--- config.mk ---
export PLATFORM = sky130hd
export DESIGN_NAME = wiper_pot_serial_command_slave
export DESIGN_NICKNAME = d
export VERILOG_FILES = /design/src/hw/wiper_pot_pkg.sv /design/src/hw/tap_decoder.sv /design/src/hw/wiper_pot_serial_command_slave.sv
export SDC_FILE = /design/constraint.sdc
export NUM_CORES = 1
export LEC_CHECK = 0
export ABC_AREA = 1
export ABC_CLOCK_PERIOD_IN_PS = 42100
export BUFFER_PORTS_ARGS = -buffer_cell sky130_fd_sc_hd__clkbuf_2
export CAP_MARGIN = 20
export CORE_AREA = 10 10 398 400
export CTS_CLUSTER_SIZE = 10
export DETAILED_ROUTE_END_ITERATION = 12
export DIE_AREA = 0 0 408 410
export GPL_ROUTABILITY_DRIVEN = 0
export PLACE_DENSITY = 0.41
export SLEW_MARGIN = 20
export SYNTH_ARGS = -nofsm -noshare
export SYNTH_HDL_FRONTEND = slang
export SYNTH_SLANG_ARGS = --single-unit
--- constraint.sdc ---
create_clock -name mclk -period 42.1 [get_ports mclk]
set_clock_uncertainty 0.05 [all_clocks]
set_input_delay 4.21 -clock mclk [delete_from_list [all_inputs] [get_ports mclk]]
set_output_delay 4.21 -clock mclk [all_outputs]
set_load 0.05 [all_outputs]
--- src/hw/wiper_pot_pkg.sv ---
// Shared constants and types for the serial wiper potentiometer slave
package wiper_pot_pkg;

    // ------------------------------------------------------------------
    // Value and array sizes
    // ------------------------------------------------------------------
    localparam int VALUE_W    = 10;
    localparam int TAPS       = 1024;
    localparam int NUM_STORED = 4;
    localparam int PTR_W      = 2;
    localparam int HI_BITS    = 2;
    localparam int BIT_CNT_W  = 4;

    localparam logic [VALUE_W-1:0] STORED_RESET = 10'h000;
    localparam logic [VALUE_W-1:0] WIPER_RESET  = 10'h000;

    // Arbitrary device type code, not taken from any real part
    localparam logic [3:0] DEVICE_TYPE_DFLT = 4'hA;

    // ------------------------------------------------------------------
    // Field positions
    // ------------------------------------------------------------------
    localparam int ID_TYPE_MSB = 7;
    localparam int ID_TYPE_LSB = 4;
    localparam int ID_ADDR_MSB = 3;
    localparam int ID_ADDR_LSB = 1;
    localparam int ID_DIR_BIT  = 0;
    localparam int OP_MSB      = 7;
    localparam int OP_LSB      = 5;
    localparam int ZERO_HI_BIT = 4;
    localparam int PTR_MSB     = 3;
    localparam int PTR_LSB     = 2;
    localparam int ZERO_LO_MSB = 1;

    localparam logic       DIR_READ  = 1'b1;
    localparam logic [2:0] OP_RD_WIPER  = 3'h4;
    localparam logic [2:0] OP_WR_WIPER  = 3'h5;
    localparam logic [2:0] OP_RD_STORED = 3'h5;
    localparam logic [2:0] OP_WR_STORED = 3'h6;
    localparam logic [2:0] OP_TO_WIPER  = 3'h6;
    localparam logic [2:0] OP_TO_STORED = 3'h7;

    localparam logic [BIT_CNT_W-1:0] LAST_BIT      = 4'h7;
    localparam logic [BIT_CNT_W-1:0] BITS_PER_BYTE = 4'h8;

    localparam logic [1:0] BYTE_ID      = 2'h0;
    localparam logic [1:0] BYTE_INSTR   = 2'h1;
    localparam logic [1:0] BYTE_DATA_HI = 2'h2;
    localparam logic [1:0] BYTE_DATA_LO = 2'h3;

    // ------------------------------------------------------------------
    // Timing
    // ------------------------------------------------------------------
    localparam int CLK_MHZ          = 20;
    localparam int NV_WRITE_TIME_US = 5000;
    localparam int NV_WRITE_CYCLES_DFLT = NV_WRITE_TIME_US * CLK_MHZ;

    // ------------------------------------------------------------------
    // Types
    // ------------------------------------------------------------------
    typedef enum logic [2:0] {
        CMD_NONE,
        CMD_RD_WIPER,
        CMD_WR_WIPER,
        CMD_RD_STORED,
        CMD_WR_STORED,
        CMD_TO_WIPER,
        CMD_TO_STORED
    } cmd_e;

    typedef enum logic [2:0] {
        ST_IDLE,
        ST_RX,
        ST_ACK,
        ST_TX,
        ST_MACK,
        ST_IGNORE
    } state_e;

endpackage

--- src/hw/tap_decoder.sv ---
// One-hot tap switch decoder driven by the wiper position
`timescale 1ns/100ps
module tap_decoder #(
    parameter int VALUE_W = wiper_pot_pkg::VALUE_W,
    parameter int TAPS    = wiper_pot_pkg::TAPS
) (
    // Clock and reset
    input  wire logic               mclk,
    input  wire logic               rst_int_n,
    // Wiper position in, switch enables out
    input  wire logic [VALUE_W-1:0] position,
    output logic      [TAPS-1:0]    tap_select
);
    import wiper_pot_pkg::*;

    logic [TAPS-1:0] decoded;

    // Equality against a distinct index per tap, so only one bit can ever be high
    for (genvar i = 0; i < TAPS; i++) begin : g_tap
        assign decoded[i] = (position == VALUE_W'(i));
    end

    // Registered so the switch enables never glitch through two taps
    always_ff @(posedge mclk or negedge rst_int_n) begin
        if (!rst_int_n) begin
            tap_select <= TAPS'(1);
        end else begin
            tap_select <= decoded;
        end
    end

endmodule

--- src/hw/wiper_pot_serial_command_slave.sv ---
// Two-wire command slave for a 1024-tap potentiometer with four stored settings
//
// How it works
// - Ten wiper bits decode to enable one of 1024 tap switches.
// - Never more than one tap switch is on at once.
// - Data line changes only while the clock is low, except start/stop.
// - Start is data falling with clock high; nothing answered before one.
// - Stop is data rising with clock high; it ends the command.
// - After eight bits the sender releases data; receiver pulls low on ninth clock.
// - Acknowledge address, instruction and each received data byte.
// - Stop after a nonvolatile write starts the internal write; inputs disabled meanwhile.
// - No address acknowledge while the internal write runs; normal afterwards.
// - Upper four bits of the first byte must equal the device type.
// - Three address bits must equal the strapped address inputs.
// - First byte LSB: one means read, zero means write.
// - Top three bits of the instruction are the opcode.
// - Two pointer bits select stored setting zero to three.
// - Read 100 returns the wiper; write 101 loads the wiper.
// - Read 101 returns a stored setting; write 110 writes it.
// - Read 110 copies stored to wiper; write 111 copies wiper to stored.
// - Wiper changes only by write, transfer, or power-up load of setting zero.
// - Wiper is volatile; after power-up it holds setting zero.
// - Master makes the clock; device is only a slave.
// - Sample on rising clock, shift out after falling clock.
// - Write protect low refuses every nonvolatile write.
// - Four ten-bit stored settings; each write finishes within 5ms.
`timescale 1ns/100ps
module wiper_pot_serial_command_slave #(
    parameter int         NV_WRITE_CYCLES = wiper_pot_pkg::NV_WRITE_CYCLES_DFLT,
    parameter logic [3:0] DEVICE_TYPE     = wiper_pot_pkg::DEVICE_TYPE_DFLT
) (
    // Clock and reset
    input  wire logic                             mclk,
    input  wire logic                             rst_n,
    // Two-wire bus, open drain data
    input  wire logic                             scl,
    input  wire logic                             sda_i,
    output logic                                  sda_o,
    output logic                                  sda_oe,
    // Straps
    input  wire logic [2:0]                       strapped_address_inputs,
    input  wire logic                             write_protect_n,
    // Potentiometer and status
    output logic      [wiper_pot_pkg::TAPS-1:0]   tap_select,
    output logic                                  nv_write_busy
);
    import wiper_pot_pkg::*;

    localparam int CNT_W = $clog2(NV_WRITE_CYCLES + 1);
    localparam logic [CNT_W-1:0] NV_LOAD = CNT_W'(NV_WRITE_CYCLES);

    // ------------------------------------------------------------------
    // Instruction decode
    // ------------------------------------------------------------------
    function automatic cmd_e decode_cmd(input logic dir, input logic [7:0] b);
        logic       ptr_zero;
        logic [3:0] key;
        cmd_e       c;
        ptr_zero = (b[PTR_MSB:PTR_LSB] == 2'h0);
        key      = {dir, b[OP_MSB:OP_LSB]};
        c        = CMD_NONE;
        if (!b[ZERO_HI_BIT] && b[ZERO_LO_MSB:0] == 2'h0) begin
            case (key)
                {DIR_READ, OP_RD_WIPER}:   c = ptr_zero ? CMD_RD_WIPER : CMD_NONE;
                {~DIR_READ, OP_WR_WIPER}:  c = ptr_zero ? CMD_WR_WIPER : CMD_NONE;
                {DIR_READ, OP_RD_STORED}:  c = CMD_RD_STORED;
                {~DIR_READ, OP_WR_STORED}: c = CMD_WR_STORED;
                {DIR_READ, OP_TO_WIPER}:   c = CMD_TO_WIPER;
                {~DIR_READ, OP_TO_STORED}: c = CMD_TO_STORED;
                default:                   c = CMD_NONE;
            endcase
        end
        return c;
    endfunction

    // ------------------------------------------------------------------
    // Reset release and pin synchronisers
    // ------------------------------------------------------------------
    logic [1:0] rst_sync_q;
    logic       rst_int_n;
    logic [5:0] pin_meta_q;
    logic [5:0] pin_sync_q;
    logic [1:0] line_prev_q;

    always_ff @(posedge mclk or negedge rst_n) begin
        if (!rst_n) begin
            rst_sync_q <= 2'h0;
        end else begin
            rst_sync_q <= {rst_sync_q[0], 1'b1};
        end
    end
    assign rst_int_n = rst_sync_q[1];

    // Lines idle high, so they reset high to avoid a false start at release
    always_ff @(posedge mclk or negedge rst_int_n) begin
        if (!rst_int_n) begin
            pin_meta_q  <= 6'h3F;
            pin_sync_q  <= 6'h3F;
            line_prev_q <= 2'h3;
        end else begin
            pin_meta_q  <= {scl, sda_i, write_protect_n, strapped_address_inputs};
            pin_sync_q  <= pin_meta_q;
            line_prev_q <= pin_sync_q[5:4];
        end
    end

    logic       scl_s;
    logic       sda_s;
    logic       wp_n_s;
    logic [2:0] strap_s;
    logic       scl_rise;
    logic       scl_fall;
    logic       start_seen;
    logic       stop_seen;

    assign scl_s      = pin_sync_q[5];
    assign sda_s      = pin_sync_q[4];
    assign wp_n_s     = pin_sync_q[3];
    assign strap_s    = pin_sync_q[2:0];
    assign scl_rise   = scl_s && !line_prev_q[1];
    assign scl_fall   = !scl_s && line_prev_q[1];
    assign start_seen = scl_s && line_prev_q[1] && line_prev_q[0] && !sda_s;
    assign stop_seen  = scl_s && line_prev_q[1] && !line_prev_q[0] && sda_s;

    // ------------------------------------------------------------------
    // Protocol and register state
    // ------------------------------------------------------------------
    state_e                 state_q,    state_d;
    logic [BIT_CNT_W-1:0]   bit_cnt_q,  bit_cnt_d;
    logic [1:0]             byte_idx_q, byte_idx_d;
    logic [7:0]             shift_q,    shift_d;
    logic [7:0]             tx_q,       tx_d;
    logic                   ack_q,      ack_d;
    logic                   dir_q,      dir_d;
    logic                   mack_q,     mack_d;
    cmd_e                   cmd_q,      cmd_d;
    logic [PTR_W-1:0]       ptr_q,      ptr_d;
    logic [HI_BITS-1:0]     hi_q,       hi_d;
    logic [VALUE_W-1:0]     wiper_q,    wiper_d;
    logic [VALUE_W-1:0]     stored_q [NUM_STORED];
    logic [VALUE_W-1:0]     stored_d [NUM_STORED];
    logic                   nv_pend_q,  nv_pend_d;
    logic [PTR_W-1:0]       nv_ptr_q,   nv_ptr_d;
    logic [VALUE_W-1:0]     nv_val_q,   nv_val_d;
    logic [CNT_W-1:0]       busy_cnt_q, busy_cnt_d;
    logic                   loaded_q,   loaded_d;
    logic                   sda_oe_q,   sda_oe_d;

    logic [7:0]             byte_in;
    logic [VALUE_W-1:0]     read_val;
    cmd_e                   cmd_new;
    logic                   busy;

    assign byte_in  = {shift_q[6:0], sda_s};
    assign busy     = (busy_cnt_q != '0);
    assign read_val = (cmd_q == CMD_RD_WIPER) ? wiper_q : stored_q[ptr_q];
    assign cmd_new  = decode_cmd(dir_q, byte_in);

    always_comb begin
        state_d    = state_q;
        bit_cnt_d  = bit_cnt_q;
        byte_idx_d = byte_idx_q;
        shift_d    = shift_q;
        tx_d       = tx_q;
        ack_d      = ack_q;
        dir_d      = dir_q;
        mack_d     = mack_q;
        cmd_d      = cmd_q;
        ptr_d      = ptr_q;
        hi_d       = hi_q;
        wiper_d    = wiper_q;
        stored_d   = stored_q;
        nv_pend_d  = nv_pend_q;
        nv_ptr_d   = nv_ptr_q;
        nv_val_d   = nv_val_q;
        busy_cnt_d = busy ? busy_cnt_q - CNT_W'(1) : busy_cnt_q;
        loaded_d   = 1'b1;

        // Power-up recall of setting zero into the volatile wiper
        if (!loaded_q) begin
            wiper_d = stored_q[0];
        end

        if (start_seen) begin
            // A repeated start also drops any unfinished write command
            state_d    = ST_RX;
            bit_cnt_d  = '0;
            byte_idx_d = BYTE_ID;
            ack_d      = 1'b0;
            nv_pend_d  = 1'b0;
        end else if (stop_seen) begin
            state_d   = ST_IDLE;
            nv_pend_d = 1'b0;
            if (nv_pend_q) begin
                stored_d[nv_ptr_q] = nv_val_q;
                busy_cnt_d         = NV_LOAD;
            end
        end else if (scl_rise) begin
            unique case (state_q)
                ST_RX: begin
                    shift_d   = byte_in;
                    bit_cnt_d = bit_cnt_q + BIT_CNT_W'(1);
                    if (bit_cnt_q == LAST_BIT) begin
                        ack_d = 1'b0;
                        unique case (byte_idx_q)
                            BYTE_ID: begin
                                dir_d = byte_in[ID_DIR_BIT];
                                ack_d = byte_in[ID_TYPE_MSB:ID_TYPE_LSB] == DEVICE_TYPE
                                     && byte_in[ID_ADDR_MSB:ID_ADDR_LSB] == strap_s
                                     && !busy;
                            end
                            BYTE_INSTR: begin
                                cmd_d = cmd_new;
                                ptr_d = byte_in[PTR_MSB:PTR_LSB];
                                ack_d = (cmd_new != CMD_NONE);
                                if (cmd_new == CMD_TO_WIPER) begin
                                    wiper_d = stored_q[byte_in[PTR_MSB:PTR_LSB]];
                                end
                                if (cmd_new == CMD_TO_STORED) begin
                                    nv_pend_d = wp_n_s;
                                    nv_ptr_d  = byte_in[PTR_MSB:PTR_LSB];
                                    nv_val_d  = wiper_q;
                                end
                            end
                            BYTE_DATA_HI: begin
                                hi_d  = byte_in[HI_BITS-1:0];
                                ack_d = 1'b1;
                            end
                            BYTE_DATA_LO: begin
                                ack_d = 1'b1;
                                if (cmd_q == CMD_WR_WIPER) begin
                                    wiper_d = {hi_q, byte_in};
                                end
                                if (cmd_q == CMD_WR_STORED) begin
                                    nv_pend_d = wp_n_s;
                                    nv_ptr_d  = ptr_q;
                                    nv_val_d  = {hi_q, byte_in};
                                end
                            end
                        endcase
                    end
                end
                ST_MACK: mack_d = !sda_s;
                default: ;
            endcase
        end else if (scl_fall) begin
            unique case (state_q)
                ST_RX: begin
                    if (bit_cnt_q == BITS_PER_BYTE) begin
                        state_d = ack_q ? ST_ACK : ST_IGNORE;
                    end
                end
                ST_ACK: begin
                    bit_cnt_d  = '0;
                    byte_idx_d = byte_idx_q + 2'h1;
                    if (byte_idx_q == BYTE_INSTR
                        && (cmd_q == CMD_RD_WIPER || cmd_q == CMD_RD_STORED)) begin
                        tx_d    = {{(8 - HI_BITS){1'b0}}, read_val[VALUE_W-1:8]};
                        state_d = ST_TX;
                    end else if (byte_idx_q == BYTE_DATA_LO
                                 || (byte_idx_q == BYTE_INSTR
                                     && (cmd_q == CMD_TO_WIPER || cmd_q == CMD_TO_STORED))) begin
                        state_d = ST_IGNORE;
                    end else begin
                        state_d = ST_RX;
                    end
                end
                ST_TX: begin
                    bit_cnt_d = bit_cnt_q + BIT_CNT_W'(1);
                    tx_d      = {tx_q[6:0], 1'b0};
                    if (bit_cnt_q == LAST_BIT) begin
                        mack_d  = 1'b0;
                        state_d = ST_MACK;
                    end
                end
                ST_MACK: begin
                    if (mack_q && byte_idx_q == BYTE_DATA_HI) begin
                        tx_d       = read_val[7:0];
                        byte_idx_d = BYTE_DATA_LO;
                        bit_cnt_d  = '0;
                        state_d    = ST_TX;
                    end else begin
                        state_d = ST_IGNORE;
                    end
                end
                default: ;
            endcase
        end

        // Only pull low, and only right after a falling clock edge
        sda_oe_d = (state_d == ST_ACK && ack_d) || (state_d == ST_TX && !tx_d[7]);
    end

    always_ff @(posedge mclk or negedge rst_int_n) begin
        if (!rst_int_n) begin
            state_q    <= ST_IDLE;
            bit_cnt_q  <= '0;
            byte_idx_q <= BYTE_ID;
            shift_q    <= 8'h00;
            tx_q       <= 8'h00;
            ack_q      <= 1'b0;
            dir_q      <= 1'b0;
            mack_q     <= 1'b0;
            cmd_q      <= CMD_NONE;
            ptr_q      <= '0;
            hi_q       <= '0;
            wiper_q    <= WIPER_RESET;
            stored_q   <= '{default: STORED_RESET};
            nv_pend_q  <= 1'b0;
            nv_ptr_q   <= '0;
            nv_val_q   <= STORED_RESET;
            busy_cnt_q <= '0;
            loaded_q   <= 1'b0;
            sda_oe_q   <= 1'b0;
        end else begin
            state_q    <= state_d;
            bit_cnt_q  <= bit_cnt_d;
            byte_idx_q <= byte_idx_d;
            shift_q    <= shift_d;
            tx_q       <= tx_d;
            ack_q      <= ack_d;
            dir_q      <= dir_d;
            mack_q     <= mack_d;
            cmd_q      <= cmd_d;
            ptr_q      <= ptr_d;
            hi_q       <= hi_d;
            wiper_q    <= wiper_d;
            stored_q   <= stored_d;
            nv_pend_q  <= nv_pend_d;
            nv_ptr_q   <= nv_ptr_d;
            nv_val_q   <= nv_val_d;
            busy_cnt_q <= busy_cnt_d;
            loaded_q   <= loaded_d;
            sda_oe_q   <= sda_oe_d;
        end
    end

    // ------------------------------------------------------------------
    // Outputs
    // ------------------------------------------------------------------
    assign sda_o         = 1'b0;
    assign sda_oe        = sda_oe_q;
    assign nv_write_busy = busy;

    tap_decoder #(
        .VALUE_W (VALUE_W),
        .TAPS    (TAPS)
    ) u_tap_decoder (
        .mclk       (mclk),
        .rst_int_n  (rst_int_n),
        .position   (wiper_q),
        .tap_select (tap_select)
    );

endmodule

[Word level (Yosys, flattened, before mapping)]
Index checks and enable logic that the tools add are counted.
Storage, ports and cells
  register bits after elaboration: 1156
  input bits: 8
  word-level logic and storage cells: 1244
Operators by class
  $add $sub $neg: 3
  magnitude comparators: 4
  equality and inequality tests: 1062
  mux-type cells: 83
  bitwise operators: 6
  reduce and logical (&&, ||, !) cells: 58
Operator list (number)
  10-bit equality test (second input constant): 512
  10-bit by 9-bit equality test with 1-bit output (second input constant): 256
  10-bit by 8-bit equality test with 1-bit output (second input constant): 128
  10-bit by 7-bit equality test with 1-bit output (second input constant): 64
  10-bit by 6-bit equality test with 1-bit output (second input constant): 32
  10-bit by 5-bit equality test with 1-bit output (second input constant): 16
  10-bit 2-to-1 mux: 16
  10-bit by 4-bit equality test with 1-bit output (second input constant): 8
  17-bit 2-to-1 mux: 4
  8-bit 2-to-1 mux: 6
  10-bit binary-select mux with 2-bit select: 2
  40-bit bitwise mux: 1
  10-bit by 3-bit equality test with 1-bit output (second input constant): 4
  10-bit one-hot mux with 2 select lines: 2
  3-bit 2-to-1 mux: 11
  6-bit AND reduction: 5
  4-bit 2-to-1 mux: 6
  8-bit one-hot mux with 3 select lines: 1
  3-bit nonzero test: 7
  10-bit demux with 2-bit select: 1
  10-bit by 2-bit equality test with 1-bit output (second input constant): 2
  4-bit equality test (second input constant): 5
  3-bit by 2-bit equality test with 1-bit output (second input constant): 6
  3-bit equality test (second input constant): 6
  other kinds (41): 115

[Longest topological paths before layout]
  depth in word-level cells: 14
  mapped depth: 14

[Hierarchy]
Synthesis repeated with hierarchy kept, for this count alone.
Second synthesis, totals
  cell total of the unflattened synthesis: 3459
  area, all modules: 38649.6 sq um
By module, submodules not included
  tap_decoder: times used 1, cells an instance 2515, area an instance 31360.1 sq um, seq. area each 25625.8 sq um
  wiper_pot_serial_command_slave: times used 1, cells an instance 944, area an instance 7289.5 sq um, seq. area each 3320.7 sq um

[Worst setup path after synthesis]
Ideal clock, no wire load.
  kind: register to output
  from: register busy_cnt_q[0]
  to: output nv_write_busy
  arrival: 1.444 ns
  data required time: 37.840 ns
  slack: 36.396 ns
  stages on the path, launching flop included: 6
  path buffers: 0
  cell sequence: dfrtp_1 inv_1 ha_1 nand2_1 nor3_1 nand3_2
On the way
  word-level cells in the longest chain between the ends: 1
Ends and longest elaborated chain
  start, declared: RTL line wiper_pot_serial_command_slave.sv:145  | logic [CNT_W-1:0] busy_cnt_q, busy_cnt_d;
  start signal, assigned: RTL line wiper_pot_serial_command_slave.sv:332  | busy_cnt_q <= busy_cnt_d;
  17-bit nonzero test: RTL line wiper_pot_serial_command_slave.sv:155  | assign busy = (busy_cnt_q != '0);
  end, declared: RTL line wiper_pot_serial_command_slave.sv:45  | output logic nv_write_busy
Every way passes these cells.

[Final worst setup path]
Ends and elaborated chain as after synthesis.

==> flow_summary.yaml <==
clocking:
  cts_setup_buffers: 0
  holdBufCountCts: 0
  clk_latency_ps: 760
  ctsResizeCount: 0
  cts_root_buf: "clkbuf_16"
  clk_path_buf_depth: 3
  clkSinkCount: 1156
  cts_made_buffers: 140
  cts_tree: "yes"
  htreeDepth: 4
  clk_pin_slew_ps: 50
placement:
  dpl_worst_slack_ps: 36060
  port_buffers: 1033
  place_area_mm2: 0.0459
  hpwl_um: 128000
logic_synthesis:
  async_flop_share: 1.00
  syn_inst: 3427
  syn_area_mm2: 0.0382
  avgSynthCellArea_um2: 11.2
  synth_edf_count: 0
  yosys.cell_types.count: 44
  yosysSeqAreaShare: 0.757
  yosysWarnings: 0
  synth_flop_cell: "dfrtp_1"
  synth_seq_cells: 1156
die:
  rows: 143
  die_h_um: 410
  start_util: 0.253
  die_area_mm2: 0.167
  ios: 1035
  die_x_um: 408
  coreArea_mm2: 0.151
sta:
  timing.fmax_mhz: 147
  max_slew_margin: 0.152
  min_period_ps: 6800
  hold_violations: 0
  worst_slack_ps: 35300
  slew_violations: 0
  tns_ps: 0
  period_share: 0.162
  grt_setup_unrepaired: "false"
  worst_pin_slew_ps: 1270
  whs_ps: 298
  setup_violations: 0
global_routing:
  grt_max_degree: 164
  grt_pass1_vias: 29400
  grt_use_total: 0.208
  grt-ovfl-total: 0
  grt_pass1_wl_um: 248000
  antenna_found_initial: 10
setup_path:
  rr_startpoint: "rst_sync_q[1]"
  rr_worst_depth: 6
  crit_type: "reg -> out"
  cp.required_ps: 37840
  worstPathArrival_ps: 2540
  regToRegSetupSlack_ps: 36540
  critPathLaunchType: "flop"
  critPathLaunch: "busy_cnt_q[0]"
  critical_path.endpoint_type: "output pin"
  r2r_end: "u_tap_decoder.tap_select[119]"
  critPathMaxFanout: 10
routing:
  drtAntennaViolNets: 0
  via_per_inst: 4.35
  wirelength_um: 178000
  drtIter0Drc: 2163
  via_count: 28600
  drcViolationCount: 0
  wire_per_inst_um: 27.1
  drt-pass1-iter-count: 5
status:
  status: "completed"
power:
  ir_drop_mv: 0.0286
  p_int_w: 0.00181
  p_switching_w: 0.000623
  p_seq_frac: 0.470
  p_leak_nw: 26.0
  pwr-share-clk: 0.464
  swShare: 0.256
  p_per_area_mw_per_mm2: 48.6
  finalPower_w: 0.00244
  pwr-share-comb: 0.066
hold_path:
  worstHoldStart: "rst_sync_q[0]"
  hp-class: "reg -> reg"
  min_to: "rst_sync_q[1]"
  min_path_cells: 0
cells_and_area:
  nets: 4498
  layout-area-overhead-vs-synth_pct: 31.1
  final_layout_size_suffix_gt1_frac: 0.292
  fin_area_mm2: 0.0501
  fill_cells: 15500
flow_run:
  drv_cap: 0
## Yosys cell counts, types with 4 or more instances
| library cell | n | area, um2 |
|---|---|---|
| ha_1 | 10 | 125 |
| o21ai_0 | 154 | 771 |
| nor3_1 | 11 | 55.1 |
| dfrtp_1 | 1141 | 28600 |
| buf_1 | 12 | 45.0 |
| dfstp_2 | 15 | 394 |
| nand2_1 | 475 | 1780 |
| a211oi_1 | 4 | 30.0 |
| inv_1 | 96 | 360 |
| nor2_1 | 1146 | 4300 |
| a21oi_1 | 65 | 325 |
| nand4_1 | 5 | 31.3 |
| clkbuf_1 | 162 | 608 |
| xnor2_1 | 6 | 52.6 |
| inv_2 | 7 | 26.3 |
| buf_2 | 7 | 35.0 |
| o21ai_1 | 24 | 120 |
| a31oi_1 | 5 | 31.3 |
| nand3_1 | 31 | 155 |
| nor4_1 | 4 | 25.0 |
| o211ai_1 | 14 | 105 |
## per-layer routing
layer	GRT usage	vias to the layer above	routed length (um)
met2	0.354	996	89000
met1	0.258	14700	72900
li1	-	12700	-
met4	0.0604	2	5030
met5	0	-	8
met3	0.0538	208	11600
## worst max-delay path by stage
stage                          endpoint  cells past startpoint
final                     nv_write_busy                      6
after global routing      nv_write_busy                      6
after CTS                 nv_write_busy                      6
after detailed placement  nv_write_busy                      6
after global placement    nv_write_busy                      6
after floorplan                   ack_q                      0
## cells by family (layout without fill, tap and decap cells)
group,after synthesis,in the layout,share of synthesized area
xor gates and xnor gates,8,8,0.00183
other,2,6,0.000196
buffers and inverters,290,1405,0.0293
and+or+nand+nor,1685,1685,0.170
AOI/OAI and AO/OA,276,276,0.0383
DFF,1156,1156,0.757
adders and majority gates,10,10,0.00327
## sequential cells by signal (all words and copies together) (netlist names)
signal	count
pin_meta_q	6
cmd_q	3
nv_ptr_q	2
sda_oe	1
rst_sync_q	2
byte_idx_q	2
state_q	3
shift_q	7
bit_cnt_q	4
nv_pend_q	1
u_tap_decoder.tap_select	1024
line_prev_q	2
wiper_q	10
pin_sync_q	6
loaded_q	1
tx_q	8
ack_q	1
stored_q	40
ptr_q	2
busy_cnt_q	17
mack_q	1
nv_val_q	10
dir_q	1
hi_q	2
## power groups by stage
stage / Clock [W] / Combinational (W) / Sequential, W
2_1_floorplan: 0 / 0.0000884 / 0.00118
3_3_place_gp: 0 / 0.000165 / 0.00116
3_5_place_dp: 0 / 0.000164 / 0.00116
4_1_cts: 0.00116 / 0.000165 / 0.00114
5_1_grt: 0.00121 / 0.000184 / 0.00115
6_report: 0.00113 / 0.000162 / 0.00114
## layout make-up
| class | count | area [um2] | share of cell area |
|---|---|---|---|
| flip-flops and latches | 1156 | 29000 | 0.578 |
| multi-input cells | 1982 | 8330 | 0.166 |
| repair buffers | 1095 | 5690 | 0.113 |
| clock buffers | 182 | 3750 | 0.0749 |
| well taps | 2030 | 2540 | 0.0507 |
| clock inverters | 23 | 464 | 0.00926 |
| inverters | 105 | 394 | 0.00786 |
| diodes | 3 | 7.51 | 0.000150 |
## cells in the final DEF (no fill, tap or decap), types with 3 or more instances in the layout
master	Yosys	routed
o21ai_1	24	24
nand2_4	0	4
nand3_1	31	31
a211oi_1	4	4
clkbuf_2	0	1033
nor2_4	2	19
bufinv_16	0	3
a31oi_1	5	5
nor4_1	4	4
conb_1	2	3
ha_1	10	10
nor2_2	2	7
clkbuf_8	0	7
buf_12	0	4
nand2_1	475	471
buf_4	2	57
a21oi_1	65	65
o211ai_1	14	14
clkbuf_16	0	141
inv_1	96	96
o21ai_0	154	154
dfrtp_1	1141	1140
clkinv_16	0	8
xnor2_1	6	6
dfstp_2	15	15
diode_2	0	3
inv_2	7	7
nand4_1	5	5
clkbuf_1	162	34
nor3_1	11	11
clkinv_4	0	3
nor2_1	1146	1124
## worst max-delay path, stage by stage (launching register included)
cell and delay, ps:
dfrtp_1 390, inv_1 80, ha_1 200, nand2_1 140
nor3_1 370, nand3_2 290, clkbuf_2 320
## stage by stage
stage,cells,util
6_report,6576,0.332
4_1_cts,6573,0.332
5_1_grt,6573,0.332
3_5_place_dp,6368,0.304
3_3_place_gp,6368,0.304
2_1_floorplan,3428,-
No activity file was read; power rests on OpenSTA's default activity.
